`src/pkg/sfs_pkg.sv`:
```
// shared constants, types and helpers of the serial flash status register bank
package sfs_pkg;

  // command opcodes
  localparam logic [7:0] CMD_WR_ENABLE = 8'h06;
  localparam logic [7:0] CMD_WR_DISABLE = 8'h04;
  localparam logic [7:0] CMD_RD_STAT1 = 8'h05;
  localparam logic [7:0] CMD_RD_STAT2 = 8'h35;
  localparam logic [7:0] CMD_RD_STAT3 = 8'h15;
  localparam logic [7:0] CMD_WR_STAT1 = 8'h01;
  localparam logic [7:0] CMD_WR_STAT2 = 8'h31;
  localparam logic [7:0] CMD_WR_STAT3 = 8'h11;
  localparam logic [7:0] CMD_PAGE_PROG = 8'h02;
  localparam logic [7:0] CMD_SECT_ERASE = 8'h20;
  localparam logic [7:0] CMD_BLK_ERASE = 8'hD8;
  localparam logic [7:0] CMD_CHIP_ERASE = 8'hC7;
  localparam logic [7:0] CMD_SUSPEND = 8'h75;
  localparam logic [7:0] CMD_RESUME = 8'h7A;
  localparam logic [7:0] CMD_RST_ENABLE = 8'h66;
  localparam logic [7:0] CMD_RST = 8'h99;
  localparam logic [7:0] CMD_ENTER_4B = 8'hB7;
  localparam logic [7:0] CMD_EXIT_4B = 8'hE9;
  localparam logic [7:0] CMD_FAST_RD = 8'h0B;
  localparam logic [7:0] CMD_FAST_RD_A4 = 8'h0C;
  localparam logic [7:0] CMD_DUAL_OUT_RD = 8'h3B;
  localparam logic [7:0] CMD_DUAL_OUT_RD_A4 = 8'h3C;
  localparam logic [7:0] CMD_QUAD_OUT_RD = 8'h6B;
  localparam logic [7:0] CMD_QUAD_OUT_RD_A4 = 8'h6C;
  localparam logic [7:0] CMD_DUAL_IO_RD = 8'hBB;
  localparam logic [7:0] CMD_DUAL_IO_RD_A4 = 8'hBC;
  localparam logic [7:0] CMD_QUAD_IO_RD = 8'hEB;
  localparam logic [7:0] CMD_QUAD_IO_RD_A4 = 8'hEC;

  // status register bit positions, reserved mask and field widths
  localparam int SR1_BUSY_BIT = 0;
  localparam int SR1_LATCH_BIT = 1;
  localparam int SR1_BP_LSB = 2;
  localparam int SR1_GUARD_LO_BIT = 7;
  localparam int SR2_ADDR4_BIT = 0;
  localparam int SR2_QUAD_EN_BIT = 1;
  localparam int SR2_PROG_SUS_BIT = 2;
  localparam int SR2_LOCK_LSB = 3;
  localparam int SR2_GUARD_HI_BIT = 6;
  localparam int SR2_ERASE_SUS_BIT = 7;
  localparam int SR3_DUMMY_LSB = 0;
  localparam int SR3_COMPL_BIT = 3;
  localparam int SR3_PU_ADDR4_BIT = 4;
  localparam logic [7:0] SR3_RSVD_MASK = 8'hE4;
  localparam int BP_W = 5;
  localparam int BP_SIZE_W = 4;
  localparam int LOCK_W = 3;
  localparam int DUMMY_SEL_W = 2;

  // dummy cycle counts
  localparam logic [3:0] DUMMY_FIXED = 4'h8;
  localparam logic [3:0] DUMMY_DUAL_LO = 4'h4;
  localparam logic [3:0] DUMMY_DUAL_HI = 4'h8;
  localparam logic [3:0] DUMMY_QUAD_LO = 4'h6;
  localparam logic [3:0] DUMMY_QUAD_HI = 4'hA;

  // address bytes per mode
  localparam logic [2:0] ADDR_BYTES_3 = 3'h3;
  localparam logic [2:0] ADDR_BYTES_4 = 3'h4;

  // register write busy time
  localparam int CLK_PERIOD_NS = 40;
  localparam int T_STAT_WRITE_NS = 5000;
  localparam int BUSY_W = 8;
  localparam logic [BUSY_W-1:0] STAT_WRITE_CYC = BUSY_W'(T_STAT_WRITE_NS / CLK_PERIOD_NS);

  typedef enum logic [1:0] {OP_PROG, OP_SECT_ERASE, OP_BLK_ERASE, OP_CHIP_ERASE} sfs_op_e;
  typedef enum logic [2:0] {PH_CMD, PH_ADDR, PH_WDATA, PH_RDATA, PH_SKIP} sfs_phase_e;

  // non-volatile bits, kept in flip-flops
  typedef struct packed {
    logic guard_hi;
    logic guard_lo;
    logic [LOCK_W-1:0] lock;
    logic [BP_W-1:0] bp;
    logic complement;
    logic pu_addr4;
    logic [DUMMY_SEL_W-1:0] dummy_sel;
  } sfs_nv_s;

  localparam sfs_nv_s NV_DEFAULT = '0;

  // request to the array engine
  typedef struct packed {
    logic valid;
    sfs_op_e op;
    logic [31:0] addr;
  } sfs_areq_s;

  // dummy cycles for a read opcode, zero for anything else
  function automatic logic [3:0] dummy_for(input logic [7:0] op, input logic [1:0] sel);
    logic hi;
    hi = sel[0];
    case (op)
      CMD_FAST_RD, CMD_FAST_RD_A4, CMD_DUAL_OUT_RD, CMD_DUAL_OUT_RD_A4,
      CMD_QUAD_OUT_RD, CMD_QUAD_OUT_RD_A4: dummy_for = DUMMY_FIXED;
      CMD_DUAL_IO_RD, CMD_DUAL_IO_RD_A4: dummy_for = hi ? DUMMY_DUAL_HI : DUMMY_DUAL_LO;
      CMD_QUAD_IO_RD, CMD_QUAD_IO_RD_A4: dummy_for = hi ? DUMMY_QUAD_HI : DUMMY_QUAD_LO;
      default: dummy_for = 4'h0;
    endcase
  endfunction

endpackage

```
`src/design/sfs_status_regs.sv`:
```
// status register bank of a serial flash, reached by serial commands
`timescale 1ns/1ns
module sfs_status_regs #(
  parameter sfs_pkg::sfs_nv_s NV_INIT = sfs_pkg::NV_DEFAULT,
  parameter int ADDR_W = 26
) (
  input wire logic sys_clk,
  input wire logic rst,
  input wire logic spi_cs_n_pin,
  input wire logic spi_sclk_pin,
  input wire logic spi_mosi_pin,
  input wire logic wp_n_pin,
  output logic spi_miso,
  output logic spi_miso_oe_n,
  input wire logic array_busy,
  output sfs_pkg::sfs_areq_s array_req,
  output logic suspend_req,
  output logic resume_req,
  output logic [3:0] dummy_cycles,
  output logic addr4_mode,
  output logic [2:0] secure_locked
);
  logic cs_n_s, sclk_s, mosi_s, wp_n_s;
  logic sclk_prev_q, sclk_prev_d, cs_prev_q, cs_prev_d, sclk_rise, ex_go;
  sfs_pkg::sfs_phase_e phase_q, phase_d;
  logic [2:0] bit_q, bit_d, abytes_q, abytes_d, addr_len;
  logic [1:0] dbytes_q, dbytes_d;
  logic [7:0] sh_q, sh_d, op_q, op_d, data_q, data_d, out_q, out_d, byte_v;
  logic [31:0] addr_q, addr_d, eff_addr;
  logic [7:0] sr1, sr2, sr3;
  sfs_pkg::sfs_nv_s nv_q, nv_d;
  logic wr_latch_q, wr_latch_d, addr4_q, addr4_d, erase_sus_q, erase_sus_d;
  logic prog_sus_q, prog_sus_d, armed_q, armed_d, erase_kind_q, erase_kind_d;
  logic susp_q, susp_d, res_q, res_d;
  logic [sfs_pkg::BUSY_W-1:0] busy_cnt_q, busy_cnt_d;
  logic [3:0] dummy_q, dummy_d;
  sfs_pkg::sfs_areq_s req_q, req_d;
  logic busy, guard_lock, is_wr, wr_go, addr_done, prot_hit, any_prot, sw_rst_go;

  // pins come from the host's domain
  sfs_pin_sync #(.INIT(1'b1)) u_cs (.sys_clk(sys_clk), .rst(rst), .pin(spi_cs_n_pin),
    .level(cs_n_s));
  sfs_pin_sync #(.INIT(1'b0)) u_sclk (.sys_clk(sys_clk), .rst(rst), .pin(spi_sclk_pin),
    .level(sclk_s));
  sfs_pin_sync #(.INIT(1'b0)) u_mosi (.sys_clk(sys_clk), .rst(rst), .pin(spi_mosi_pin),
    .level(mosi_s));
  sfs_pin_sync #(.INIT(1'b1)) u_wp (.sys_clk(sys_clk), .rst(rst), .pin(wp_n_pin),
    .level(wp_n_s));

  // 3-byte mode clears the upper eight address bits to zero
  assign eff_addr = addr4_q ? addr_q : {8'h00, addr_q[23:0]};
  sfs_protect_map #(.BLK_W(ADDR_W - 16)) u_prot (.bp(nv_q.bp), .complement(nv_q.complement),
    .blk(eff_addr[ADDR_W-1:16]), .hit(prot_hit), .any(any_prot));

  // register images as read by the host
  always_comb
  begin
    busy = array_busy | (busy_cnt_q != '0);
    sr1 = '0;
    sr1[sfs_pkg::SR1_BUSY_BIT] = busy;
    sr1[sfs_pkg::SR1_LATCH_BIT] = wr_latch_q;
    sr1[sfs_pkg::SR1_BP_LSB +: sfs_pkg::BP_W] = nv_q.bp;
    sr1[sfs_pkg::SR1_GUARD_LO_BIT] = nv_q.guard_lo;
    sr2 = '0;
    sr2[sfs_pkg::SR2_ADDR4_BIT] = addr4_q;
    sr2[sfs_pkg::SR2_QUAD_EN_BIT] = 1'b1;
    sr2[sfs_pkg::SR2_PROG_SUS_BIT] = prog_sus_q;
    sr2[sfs_pkg::SR2_LOCK_LSB +: sfs_pkg::LOCK_W] = nv_q.lock;
    sr2[sfs_pkg::SR2_GUARD_HI_BIT] = nv_q.guard_hi;
    sr2[sfs_pkg::SR2_ERASE_SUS_BIT] = erase_sus_q;
    sr3 = '0;
    sr3[sfs_pkg::SR3_DUMMY_LSB +: sfs_pkg::DUMMY_SEL_W] = nv_q.dummy_sel;
    sr3[sfs_pkg::SR3_COMPL_BIT] = nv_q.complement;
    sr3[sfs_pkg::SR3_PU_ADDR4_BIT] = nv_q.pu_addr4;
  end

  function automatic logic [7:0] stat_of(input logic [7:0] op, input logic [7:0] a,
    input logic [7:0] b, input logic [7:0] c);
    stat_of = (op == sfs_pkg::CMD_RD_STAT1) ? a : (op == sfs_pkg::CMD_RD_STAT2) ? b : c;
  endfunction

  // serial side: bytes are taken on sclk rise; read data also advances on the
  // rise, so the next bit is settled well before the host samples it
  always_comb
  begin
    sclk_rise = sclk_s & ~sclk_prev_q;
    sclk_prev_d = sclk_s;
    cs_prev_d = cs_n_s;
    // a frame cut before its opcode completed executes nothing, so a stale
    // opcode is never applied a second time
    ex_go = cs_n_s & ~cs_prev_q & (phase_q != sfs_pkg::PH_CMD);
    addr_len = addr4_q ? sfs_pkg::ADDR_BYTES_4 : sfs_pkg::ADDR_BYTES_3;
    byte_v = {sh_q[6:0], mosi_s};
    phase_d = phase_q;
    bit_d = bit_q;
    abytes_d = abytes_q;
    dbytes_d = dbytes_q;
    sh_d = sh_q;
    op_d = op_q;
    data_d = data_q;
    out_d = out_q;
    addr_d = addr_q;
    if (cs_n_s)
    begin
      phase_d = sfs_pkg::PH_CMD;
      bit_d = 3'h0;
      abytes_d = 3'h0;
      dbytes_d = 2'h0;
    end
    else if (sclk_rise)
    begin
      bit_d = bit_q + 3'h1;
      sh_d = byte_v;
      out_d = {out_q[6:0], 1'b0};
      if (bit_q == 3'h7)
      begin
        unique case (phase_q)
          sfs_pkg::PH_CMD:
          begin
            op_d = byte_v;
            case (byte_v)
              sfs_pkg::CMD_RD_STAT1, sfs_pkg::CMD_RD_STAT2, sfs_pkg::CMD_RD_STAT3:
              begin
                phase_d = sfs_pkg::PH_RDATA;
                out_d = stat_of(byte_v, sr1, sr2, sr3);
              end
              sfs_pkg::CMD_WR_STAT1, sfs_pkg::CMD_WR_STAT2, sfs_pkg::CMD_WR_STAT3:
                phase_d = sfs_pkg::PH_WDATA;
              sfs_pkg::CMD_PAGE_PROG, sfs_pkg::CMD_SECT_ERASE, sfs_pkg::CMD_BLK_ERASE:
                phase_d = sfs_pkg::PH_ADDR;
              default:
                phase_d = sfs_pkg::PH_SKIP;
            endcase
          end
          sfs_pkg::PH_ADDR:
          begin
            addr_d = {addr_q[23:0], byte_v};
            abytes_d = abytes_q + 3'h1;
            if (abytes_d == addr_len)
              phase_d = sfs_pkg::PH_SKIP;
          end
          sfs_pkg::PH_WDATA:
          begin
            data_d = byte_v;
            if (dbytes_q != 2'h3)
              dbytes_d = dbytes_q + 2'h1;
          end
          sfs_pkg::PH_RDATA:
            out_d = stat_of(op_q, sr1, sr2, sr3); // repeats the live value
          sfs_pkg::PH_SKIP:
            out_d = out_q;
        endcase
      end
    end
  end

  always_ff @(posedge sys_clk or posedge rst)
  begin
    if (rst)
    begin
      sclk_prev_q <= 1'b0;
      cs_prev_q <= 1'b1;
      phase_q <= sfs_pkg::PH_CMD;
      bit_q <= 3'h0;
      abytes_q <= 3'h0;
      dbytes_q <= 2'h0;
      sh_q <= 8'h00;
      op_q <= 8'h00;
      data_q <= 8'h00;
      out_q <= 8'h00;
      addr_q <= 32'h0000_0000;
    end
    else
    begin
      sclk_prev_q <= sclk_prev_d;
      cs_prev_q <= cs_prev_d;
      phase_q <= phase_d;
      bit_q <= bit_d;
      abytes_q <= abytes_d;
      dbytes_q <= dbytes_d;
      sh_q <= sh_d;
      op_q <= op_d;
      data_q <= data_d;
      out_q <= out_d;
      addr_q <= addr_d;
    end
  end

  // lock decode: guard 01 with pin low, 10 and 11 until power cycle
  assign guard_lock = nv_q.guard_hi | (nv_q.guard_lo & ~wp_n_s);
  assign is_wr = (op_q == sfs_pkg::CMD_WR_STAT1) | (op_q == sfs_pkg::CMD_WR_STAT2)
    | (op_q == sfs_pkg::CMD_WR_STAT3);
  // exactly one whole data byte, latch set, idle and not locked
  assign wr_go = ex_go & is_wr & wr_latch_q & ~busy & ~guard_lock & (dbytes_q == 2'h1)
    & (bit_q == 3'h0);
  assign addr_done = (abytes_q == addr_len);
  assign sw_rst_go = ex_go & (op_q == sfs_pkg::CMD_RST) & armed_q;

  // command execution at chip-select release
  always_comb
  begin
    nv_d = nv_q;
    wr_latch_d = wr_latch_q;
    addr4_d = addr4_q;
    erase_sus_d = erase_sus_q;
    prog_sus_d = prog_sus_q;
    armed_d = armed_q;
    erase_kind_d = erase_kind_q;
    susp_d = 1'b0;
    res_d = 1'b0;
    req_d = '0;
    busy_cnt_d = (busy_cnt_q != '0) ? busy_cnt_q - 1'b1 : busy_cnt_q;
    dummy_d = sfs_pkg::dummy_for(op_q, nv_q.dummy_sel);
    if (wr_go)
    begin
      wr_latch_d = 1'b0;
      busy_cnt_d = sfs_pkg::STAT_WRITE_CYC;
      case (op_q)
        sfs_pkg::CMD_WR_STAT1:
        begin
          nv_d.bp = data_q[sfs_pkg::SR1_BP_LSB +: sfs_pkg::BP_W];
          nv_d.guard_lo = data_q[sfs_pkg::SR1_GUARD_LO_BIT];
        end
        sfs_pkg::CMD_WR_STAT2:
        begin
          nv_d.guard_hi = data_q[sfs_pkg::SR2_GUARD_HI_BIT];
          nv_d.lock = nv_q.lock | data_q[sfs_pkg::SR2_LOCK_LSB +: sfs_pkg::LOCK_W];
        end
        default:
        begin
          nv_d.pu_addr4 = data_q[sfs_pkg::SR3_PU_ADDR4_BIT];
          nv_d.complement = data_q[sfs_pkg::SR3_COMPL_BIT];
          nv_d.dummy_sel = data_q[sfs_pkg::SR3_DUMMY_LSB +: sfs_pkg::DUMMY_SEL_W];
        end
      endcase
    end
    if (ex_go)
    begin
      armed_d = (op_q == sfs_pkg::CMD_RST_ENABLE);
      case (op_q)
        sfs_pkg::CMD_WR_ENABLE:
          wr_latch_d = ~busy | wr_latch_q;
        sfs_pkg::CMD_WR_DISABLE:
          wr_latch_d = busy & wr_latch_q;
        sfs_pkg::CMD_PAGE_PROG, sfs_pkg::CMD_SECT_ERASE, sfs_pkg::CMD_BLK_ERASE:
        begin
          if (wr_latch_q && !busy && addr_done && !prot_hit)
          begin
            req_d.valid = 1'b1;
            req_d.addr = eff_addr;
            req_d.op = (op_q == sfs_pkg::CMD_PAGE_PROG) ? sfs_pkg::OP_PROG
              : (op_q == sfs_pkg::CMD_SECT_ERASE) ? sfs_pkg::OP_SECT_ERASE
              : sfs_pkg::OP_BLK_ERASE;
            erase_kind_d = (op_q != sfs_pkg::CMD_PAGE_PROG);
            wr_latch_d = 1'b0;
          end
        end
        sfs_pkg::CMD_CHIP_ERASE:
        begin
          if (wr_latch_q && !busy && !any_prot)
          begin
            req_d.valid = 1'b1;
            req_d.op = sfs_pkg::OP_CHIP_ERASE;
            erase_kind_d = 1'b1;
            wr_latch_d = 1'b0;
          end
        end
        sfs_pkg::CMD_SUSPEND:
        begin
          if (array_busy)
          begin
            susp_d = 1'b1;
            erase_sus_d = erase_sus_q | erase_kind_q;
            prog_sus_d = prog_sus_q | ~erase_kind_q;
          end
        end
        sfs_pkg::CMD_RESUME:
        begin
          res_d = erase_sus_q | prog_sus_q;
          erase_sus_d = 1'b0;
          prog_sus_d = 1'b0;
        end
        sfs_pkg::CMD_RST:
        begin
          if (armed_q)
          begin
            erase_sus_d = 1'b0;
            prog_sus_d = 1'b0;
            wr_latch_d = 1'b0;
            addr4_d = nv_q.pu_addr4;
          end
        end
        sfs_pkg::CMD_ENTER_4B:
          addr4_d = 1'b1;
        sfs_pkg::CMD_EXIT_4B:
          addr4_d = 1'b0;
        default:
          armed_d = armed_d;
      endcase
    end
  end

  // power cycle: every flag back to its power-up value, guard 10 drops to 00
  always_ff @(posedge sys_clk or posedge rst)
  begin
    if (rst)
    begin
      nv_q <= NV_INIT;
      wr_latch_q <= 1'b0;
      addr4_q <= NV_INIT.pu_addr4;
      erase_sus_q <= 1'b0;
      prog_sus_q <= 1'b0;
      armed_q <= 1'b0;
      erase_kind_q <= 1'b0;
      susp_q <= 1'b0;
      res_q <= 1'b0;
      req_q <= '0;
      busy_cnt_q <= '0;
      dummy_q <= 4'h0;
    end
    else
    begin
      nv_q <= nv_d;
      wr_latch_q <= wr_latch_d;
      addr4_q <= addr4_d;
      erase_sus_q <= erase_sus_d;
      prog_sus_q <= prog_sus_d;
      armed_q <= armed_d;
      erase_kind_q <= erase_kind_d;
      susp_q <= susp_d;
      res_q <= res_d;
      req_q <= req_d;
      busy_cnt_q <= busy_cnt_d;
      dummy_q <= dummy_d;
    end
  end

  assign spi_miso = out_q[7];
  assign spi_miso_oe_n = cs_n_s | (phase_q != sfs_pkg::PH_RDATA);
  assign array_req = req_q;
  assign suspend_req = susp_q;
  assign resume_req = res_q;
  assign dummy_cycles = dummy_q;
  assign addr4_mode = addr4_q;
  assign secure_locked = nv_q.lock;
endmodule // sfs_status_regs

```
`src/design/sfs_pin_sync.sv`:
```
// three-stage pin synchroniser; output moves once stages two and three agree
`timescale 1ns/1ns
module sfs_pin_sync #(
  parameter logic INIT = 1'b0
) (
  input wire logic sys_clk,
  input wire logic rst,
  input wire logic pin,
  output logic level
);
  logic [2:0] stg_q;
  logic [2:0] stg_d;
  logic level_q;
  logic level_d;

  // stage one feeds only stage two
  always_comb
  begin
    stg_d = {stg_q[1:0], pin};
    level_d = (stg_q[1] == stg_q[2]) ? stg_q[2] : level_q;
  end

  always_ff @(posedge sys_clk or posedge rst)
  begin
    if (rst)
    begin
      stg_q <= {3{INIT}};
      level_q <= INIT;
    end
    else
    begin
      stg_q <= stg_d;
      level_q <= level_d;
    end
  end

  assign level = level_q;
endmodule // sfs_pin_sync

```
`src/design/sfs_protect_map.sv`:
```
// maps block-protect field and complement bit onto the array blocks
`timescale 1ns/1ns
module sfs_protect_map #(
  parameter int BLK_W = 10
) (
  input wire logic [sfs_pkg::BP_W-1:0] bp,
  input wire logic complement,
  input wire logic [BLK_W-1:0] blk,
  output logic hit,
  output logic any
);
  localparam logic [BLK_W:0] FULL = {1'b1, {BLK_W{1'b0}}};
  localparam logic [BLK_W:0] ONE = {{BLK_W{1'b0}}, 1'b1};
  logic [sfs_pkg::BP_SIZE_W-1:0] size_sel;
  logic [BLK_W:0] cnt;
  logic region;

  // low bits give a power-of-two region size, top bit picks bottom or top end
  always_comb
  begin
    size_sel = bp[sfs_pkg::BP_SIZE_W-1:0];
    if (size_sel == '0)
      cnt = '0;
    else if (int'(size_sel) > BLK_W)
      cnt = FULL;
    else
      cnt = ONE << (size_sel - 4'h1);
    if (bp[sfs_pkg::BP_W-1])
      region = {1'b0, blk} < cnt;
    else
      region = {1'b0, blk} >= (FULL - cnt);
    hit = region ^ complement;
    any = complement ? (cnt != FULL) : (cnt != '0);
  end
endmodule // sfs_protect_map

```
`config.mk`:
```
export PLATFORM = sky130hd
export DESIGN_NAME = sfs_status_regs
export DESIGN_NICKNAME = d
export VERILOG_FILES = /design/src/pkg/sfs_pkg.sv /design/src/design/sfs_status_regs.sv /design/src/design/sfs_pin_sync.sv /design/src/design/sfs_protect_map.sv
export SDC_FILE = /design/constraint.sdc
export NUM_CORES = 1
export LEC_CHECK = 0
export BUFFER_PORTS_ARGS = -buffer_cell sky130_fd_sc_hd__buf_4
export CELL_PAD_IN_SITES_DETAIL_PLACEMENT = 0
export CELL_PAD_IN_SITES_GLOBAL_PLACEMENT = 2
export CORE_ASPECT_RATIO = 0.8
export CORE_MARGIN = 2
export CORE_UTILIZATION = 41
export CTS_BUF_LIST = sky130_fd_sc_hd__clkbuf_8
export CTS_CLUSTER_SIZE = 24
export DETAILED_ROUTE_END_ITERATION = 8
export PLACE_DENSITY = 0.81
export SLEW_MARGIN = 20
export SYNTH_ARGS = -nofsm -noshare
export SYNTH_HDL_FRONTEND = slang
export SYNTH_SLANG_ARGS = --single-unit
```
`constraint.sdc`:
```
create_clock -name sys_clk -period 6.16 [get_ports sys_clk]
set_clock_uncertainty 0.05 [all_clocks]
set_input_delay 0 -clock sys_clk [delete_from_list [all_inputs] [get_ports sys_clk]]
set_output_delay 0 -clock sys_clk [all_outputs]
set_load 0.1 [all_outputs]
```
== Word-level counts from Yosys, hierarchy flattened ==
Index checks and enable logic that the tools add are counted.

* Add/subtract/negate cells: 6
* $lt $le $gt $ge: 3
* Eq/ne operators: 58
* Shifts and indexed selects: 1
* Mux-type cells: 63
* Bitwise operators: 30
* Reduce and logical (&&, ||, !) cells: 45

{| class="wikitable"
|+ Operators with widths
! cell !! number
|-
| 8-bit equality test, second input constant || 10
|-
| 35-bit 2-to-1 mux || 2
|-
| 8-bit by 6-bit equality test with 1-bit output, second input constant || 8
|-
| 32-bit 2-to-1 mux || 2
|-
| 8-bit 2-to-1 mux || 8
|-
| 8-bit by 7-bit equality test with 1-bit output, second input constant || 5
|-
| 3-bit 2-to-1 mux || 12
|-
| 8-bit by 3-bit equality test with 1-bit output, second input constant || 4
|-
| 4-bit AND reduction || 7
|-
| 8-bit by 5-bit equality test with 1-bit output, second input constant || 3
|-
| 8-bit case mux with 3 select lines || 1
|-
| 11-bit 2-to-1 mux || 2
|-
| 1-bit 2-to-1 mux || 18
|-
| 8-bit by 1-bit equality test with 1-bit output, second input constant || 2
|-
| 8-bit by 2-bit equality test with 1-bit output, second input constant || 2
|-
| 8-bit by 4-bit equality test with 1-bit output, second input constant || 2
|-
| 2-bit 2-to-1 mux || 7
|-
| 2-bit nonzero test || 7
|-
| 2-bit inequality test, second input constant || 6
|-
| 3-bit case mux with 2 select lines || 2
|-
| 4-bit case mux with 3 select lines || 1
|-
| 3-bit nonzero test || 4
|-
| 3-bit OR reduction || 4
|-
| 1-bit bitwise AND || 11
|-
| other kinds (37) || 76
|}

* Bits in registers: 161
* Bits of input ports: 7
* Logic and storage cells: 245

== Longest topological paths before layout ==
* Depth after elaboration: 13
* Gate-level depth with buffers: 17

== By module ==
Synthesis repeated with hierarchy kept, for this count alone.

* Cells, all modules: 703
* Area, all modules: 7818.7 um^2

{| class="wikitable"
|+ Modules (own cells, without submodules)
! module !! instances !! cells an instance !! area an instance (um^2)
|-
| sfs_status_regs || 1 || 571 || 6592.6
|-
| sfs_protect_map || 1 || 108 || 755.7
|-
| sfs_pin_sync at u_cs ... || 2 || 6 || 120.1
|-
| sfs_pin_sync at u_mosi ... || 2 || 6 || 115.1
|}

== Least setup slack after synthesis ==
OpenSTA, ideal clock, no wires.

* Kind: reg-to-reg
* Start point: reg addr4_q (netlist: addr4_mode)
* End point: reg req_q, in the netlist array_req[16]
* Setup time: 0.117 ns
* Data arrival time: 3.130 ns
* Setup slack: 2.864 ns
* Stages on the path, launching flop included: 13
* Buffers on the path: 3
* Cells stage by stage: dfrtp_1 > clkbuf_1 > clkbuf_1 > and2_1 > ha_1 > nand4_1 > a221oi_1 > o41a_1 > or4_1 > and2_1 > nand3_2 > buf_4 > nor2_1

{| class="wikitable"
|+ RTL lines
! what !! line !! text
|-
| start: declaration || sfs_status_regs.sv:32 || <nowiki>logic wr_latch_q, wr_latch_d, addr4_q, addr4_d, erase_sus_q, erase_sus_d;</nowiki>
|-
| start signal: assignment || sfs_status_regs.sv:310 || <nowiki>addr4_q <= NV_INIT.pu_addr4;</nowiki>
|-
| start signal: assignment || sfs_status_regs.sv:325 || <nowiki>addr4_q <= addr4_d;</nowiki>
|-
| end signal: assignment || sfs_status_regs.sv:332 || <nowiki>req_q <= req_d;</nowiki>
|-
| end: declaration || sfs_status_regs.sv:37 || <nowiki>sfs_pkg::sfs_areq_s req_q, req_d;</nowiki>
|}

==> impl_metrics.tcl <==
set metrics [dict create \
    result_of_the_run "complete, no violations" \
    worst_ep_required_time_ns 6.49 \
    detailedPlacementHpwl_microns 13800 \
    final_area_sq_um 8800 \
    crit_path_end_kind "register" \
    via_count 5766 \
    mappedNetlistArea_sq_um 7880 \
    area_delta_synth_final_pct 11.7 \
    final-setup-viol-count 0 \
    min_delay_worst_endpoint "u_wp.stg_q[0]$_DFF_PP1_" \
    grt_util_met1_pct 28.1 \
    placed_cell_area_sq_um 8380 \
    clockPowerShare_pct 33.1 \
    cp_num_buf_inv 1 \
    cts_buffers 17 \
    final-max-slew-violation-count 0 \
    p_sw_share_pct 31.2 \
    rsz_0062_raised_after_global_routing "false" \
    initial_antenna_violation_count 0 \
    timing.max_slew.rel_slack_pct 32.6 \
    timing.setup.critical_path_class "register to register" \
    synth-seq-cells 160 \
    cts_setup_buffers 0 \
    r2r_startpoint "nv_q[5]$_DFFE_PP0P_" \
    timing.critical_path.arrival_ns 4.24 \
    final_nets 845 \
    finalWeightedCongestion 0.871 \
    most-common-layout-cells "sky130_fd_sc_hd__dfrtp_1, sky130_fd_sc_hd__nor2_1, sky130_fd_sc_hd__nand2_1" \
    max_stage_delay_ns 0.55 \
    fp.dieH_microns 128 \
    part_of_the_yosys_area_used_for_sequential_elements_pct 51.0 \
    period_utilization_post_route_pct 63.5 \
    maxClockFrequency_mhz 256 \
    cts.htree.levels 4 \
    drive_gt1_share_pct 19.1 \
    r2r_setup_slack_ns 2.25 \
    globalRouteMet3Util_pct 5.24 \
    maxCapViolCount 0 \
    drt-total-wl_microns 19200 \
    combinationalPowerShare_pct 10.5 \
    hold_path_depth 2 \
    dieArea_sq_um 20300 \
    floorplan.rows 45 \
    setup_total_negative_slack_ns 0 \
    edff_count_synth 0 \
    finalWorstPathRequiredPeriod_ns 3.91 \
    clock-root-buffer "sky130_fd_sc_hd__clkbuf_8" \
    p_total_w 0.00217 \
    detail_route.vias_per_cell 5.33 \
    worstSkewPairLatency_ns 0.47 \
    clockBufferDepth 2 \
    grt_pass1_vias 5648 \
    die_width_microns 159 \
    remaining_overflow_grt 0 \
    ir_worst_vdd_v 0.000262 \
    worst_r2r_endpoint "array_req[18]$_DFF_PP0_" \
    intPower_w 0.00149 \
    grt_first_pass_wirelength_microns 30700 \
    critical-path-top-cell-by-count "sky130_fd_sc_hd__o21ai_0" \
    detail_route.drc_violations 0 \
    cts.reportedPaths.clkPinSlew_ns 0.09 \
    whs_ns 0.119 \
    cp_max_fo 23 \
    fp.coreArea_sq_um 18900 \
    final_common_cell "sky130_fd_sc_hd__dfrtp_1" \
    crit_family "simple AND/OR/NAND/NOR gates" \
    n_antenna_cell 0 \
    r2r_cells 14 \
    tritoncts "yes" \
    power_leakage_nw 3.99 \
    ys_async_sr_fraction_pct 100 \
    total_switching_power_w 0.000676 \
    syn_area_per_cell_sq_um 10.2 \
    drt_iter0_drc 318 \
    crit_slowest_cell "sky130_fd_sc_hd__dfrtp_1" \
    wl_per_cell_microns 17.7 \
    power_frac_seq_pct 56.4 \
    drtAntennaViolNets 0 \
    ios 54 \
    use_met2_pct 28.3 \
    worst_slew_pin_slew_ns 1.01 \
    postSynth.topFlopCell "sky130_fd_sc_hd__dfrtp_1" \
    synth_cells 775 \
    worstPathCellList "nand2b_1 -> nor3_1 -> inv_1 -> ha_1 -> o21ai_0 -> o21ai_0 -> ha_1 -> nand3_1 -> o21ai_0 -> a211oi_1 -> o31ai_1 -> and2_1 -> nand3_2 -> nor2_1" \
    synth.net_count 809 \
    detail_route.first_pass.iterations 5 \
    cell_area_power_density_nw_per_um2 247 \
    yosys.cell_types.count 75 \
    start_util_pct 41.6 \
    hold_violations 0 \
    hold_start "wp_n_pin" \
    numPortBuffers 52 \
    grt_start_max_net_pins 95 \
    yosys_warnings 0 \
    min-delay-path-class "input port to register" \
    worstSetupStartpointType "register" \
    globalRoute.busiestLayer "met2" \
    groute.usage.overall_pct 19.5 \
    cts.sinks 160 \
]
==> kinds of logic after synthesis <==
group	Yosys count	synth area share, %
and+or+nand+nor	287	18.5
DFF	160	51.0
AOI/OAI and AO/OA	151	12.3
buffers and inverters	86	5.00
muxes	47	7.11
adders and majority gates	31	4.80
xor gates and xnor gates	12	1.33
other	1	0.0476
==> stage by stage <==
stage | util [%] | cells | setup WS, ns
2_1_floorplan | - | 775 | 1.80
3_3_place_gp | 44.3 | 1044 | 2.52
3_5_place_dp | 44.3 | 1044 | 2.27
4_1_cts | 46.5 | 1082 | 2.26
5_1_grt | 46.5 | 1082 | 1.81
6_report | 46.5 | 1082 | 2.25
==> cell usage after synthesis, types with 10 or more instances <==
cell	instances	share of area [%]
sky130_fd_sc_hd__nor3_1	20	1.3
sky130_fd_sc_hd__o21ai_0	57	3.6
sky130_fd_sc_hd__nand3_1	20	1.3
sky130_fd_sc_hd__nor2_1	83	4.0
sky130_fd_sc_hd__dfrtp_1	151	48
sky130_fd_sc_hd__and3_1	11	0.87
sky130_fd_sc_hd__clkbuf_1	26	1.2
sky130_fd_sc_hd__ha_1	27	4.3
sky130_fd_sc_hd__inv_1	43	2.0
sky130_fd_sc_hd__nand2_1	73	3.5
sky130_fd_sc_hd__mux2_4	10	1.9
sky130_fd_sc_hd__nor2b_1	14	1.1
sky130_fd_sc_hd__mux2_2	32	4.6
sky130_fd_sc_hd__a21oi_1	31	2.0
sky130_fd_sc_hd__nand2b_1	17	1.3
==> worst reg2reg max path: cells and delay by family (launching register included) <==
kind	cells	cell delay, ns
AND/OR/NAND/NOR	6	1.46
flip-flops	1	0.55
adder cells (fa/ha/maj)	2	0.63
buffers and inverters	1	0.08
AO/OA/AOI/OAI	5	1.05
==> power groups by stage <==
| stage | clock, W | combinational, W | sequential [W] |
|---|---|---|---|
| floorplan | 0 | 0.000202 | 0.00117 |
| global placement | 0 | 0.000222 | 0.00124 |
| detailed placement | 0 | 0.000226 | 0.00124 |
| CTS | 0.000738 | 0.000230 | 0.00122 |
| global route | 0.000779 | 0.000253 | 0.00123 |
| finish | 0.000719 | 0.000228 | 0.00122 |
==> area by class of cell <==
cell class / instances / area, sq um
sequential: 160 / 4020
multi-input combinational: 529 / 3470
clock inverter: 14 / 109
tap: 258 / 323
inverter: 43 / 166
clock buffer: 18 / 248
timing repair buffer: 60 / 465
fill: 1839 / 10100
==> routing by layer <==
layer	routed length, microns	up-vias
met5	0	-
met4	291	0
met3	1130	23
met2	8250	165
met1	9540	2831
li1	-	2747
==> worst max path at each step <==
stage                     cells after the start                start                 endpoint
after floorplan                               1                  rst  abytes_q[0]$_DFFE_PP0P_
after global placement                       14  nv_q[5]$_DFFE_PP0P_   array_req[9]$_DFF_PP0_
after detailed placement                     14  nv_q[5]$_DFFE_PP0P_  array_req[20]$_DFF_PP0_
after CTS                                    14  nv_q[5]$_DFFE_PP0P_  array_req[18]$_DFF_PP0_
after global routing                         14  nv_q[5]$_DFFE_PP0P_  array_req[10]$_DFF_PP0_
final                                        14  nv_q[5]$_DFFE_PP0P_  array_req[18]$_DFF_PP0_
==> registers in the layout (all words and copies together), names as in the netlist, 2 cells and up <==
name and flops:
abytes_q 3, u_wp.stg_q 3, bit_q 3, phase_q 3, array_req 35, u_cs.stg_q 3
data_q 8, secure_locked 3, u_sclk.stg_q 3, busy_cnt_q 8, dummy_cycles 3, out_q 8
u_mosi.stg_q 3, nv_q 11, dbytes_q 2, addr_q 32, op_q 8, sh_q 7
==> timing repair <==
| action | 4_1_cts | 5_1_grt |
|---|---|---|
| hold buffers | 6 | 0 |
| resized for setup | 0 | 0 |
| endpoints found under the hold margin | 89 | 0 |
Power figures use the tool's default switching activity.
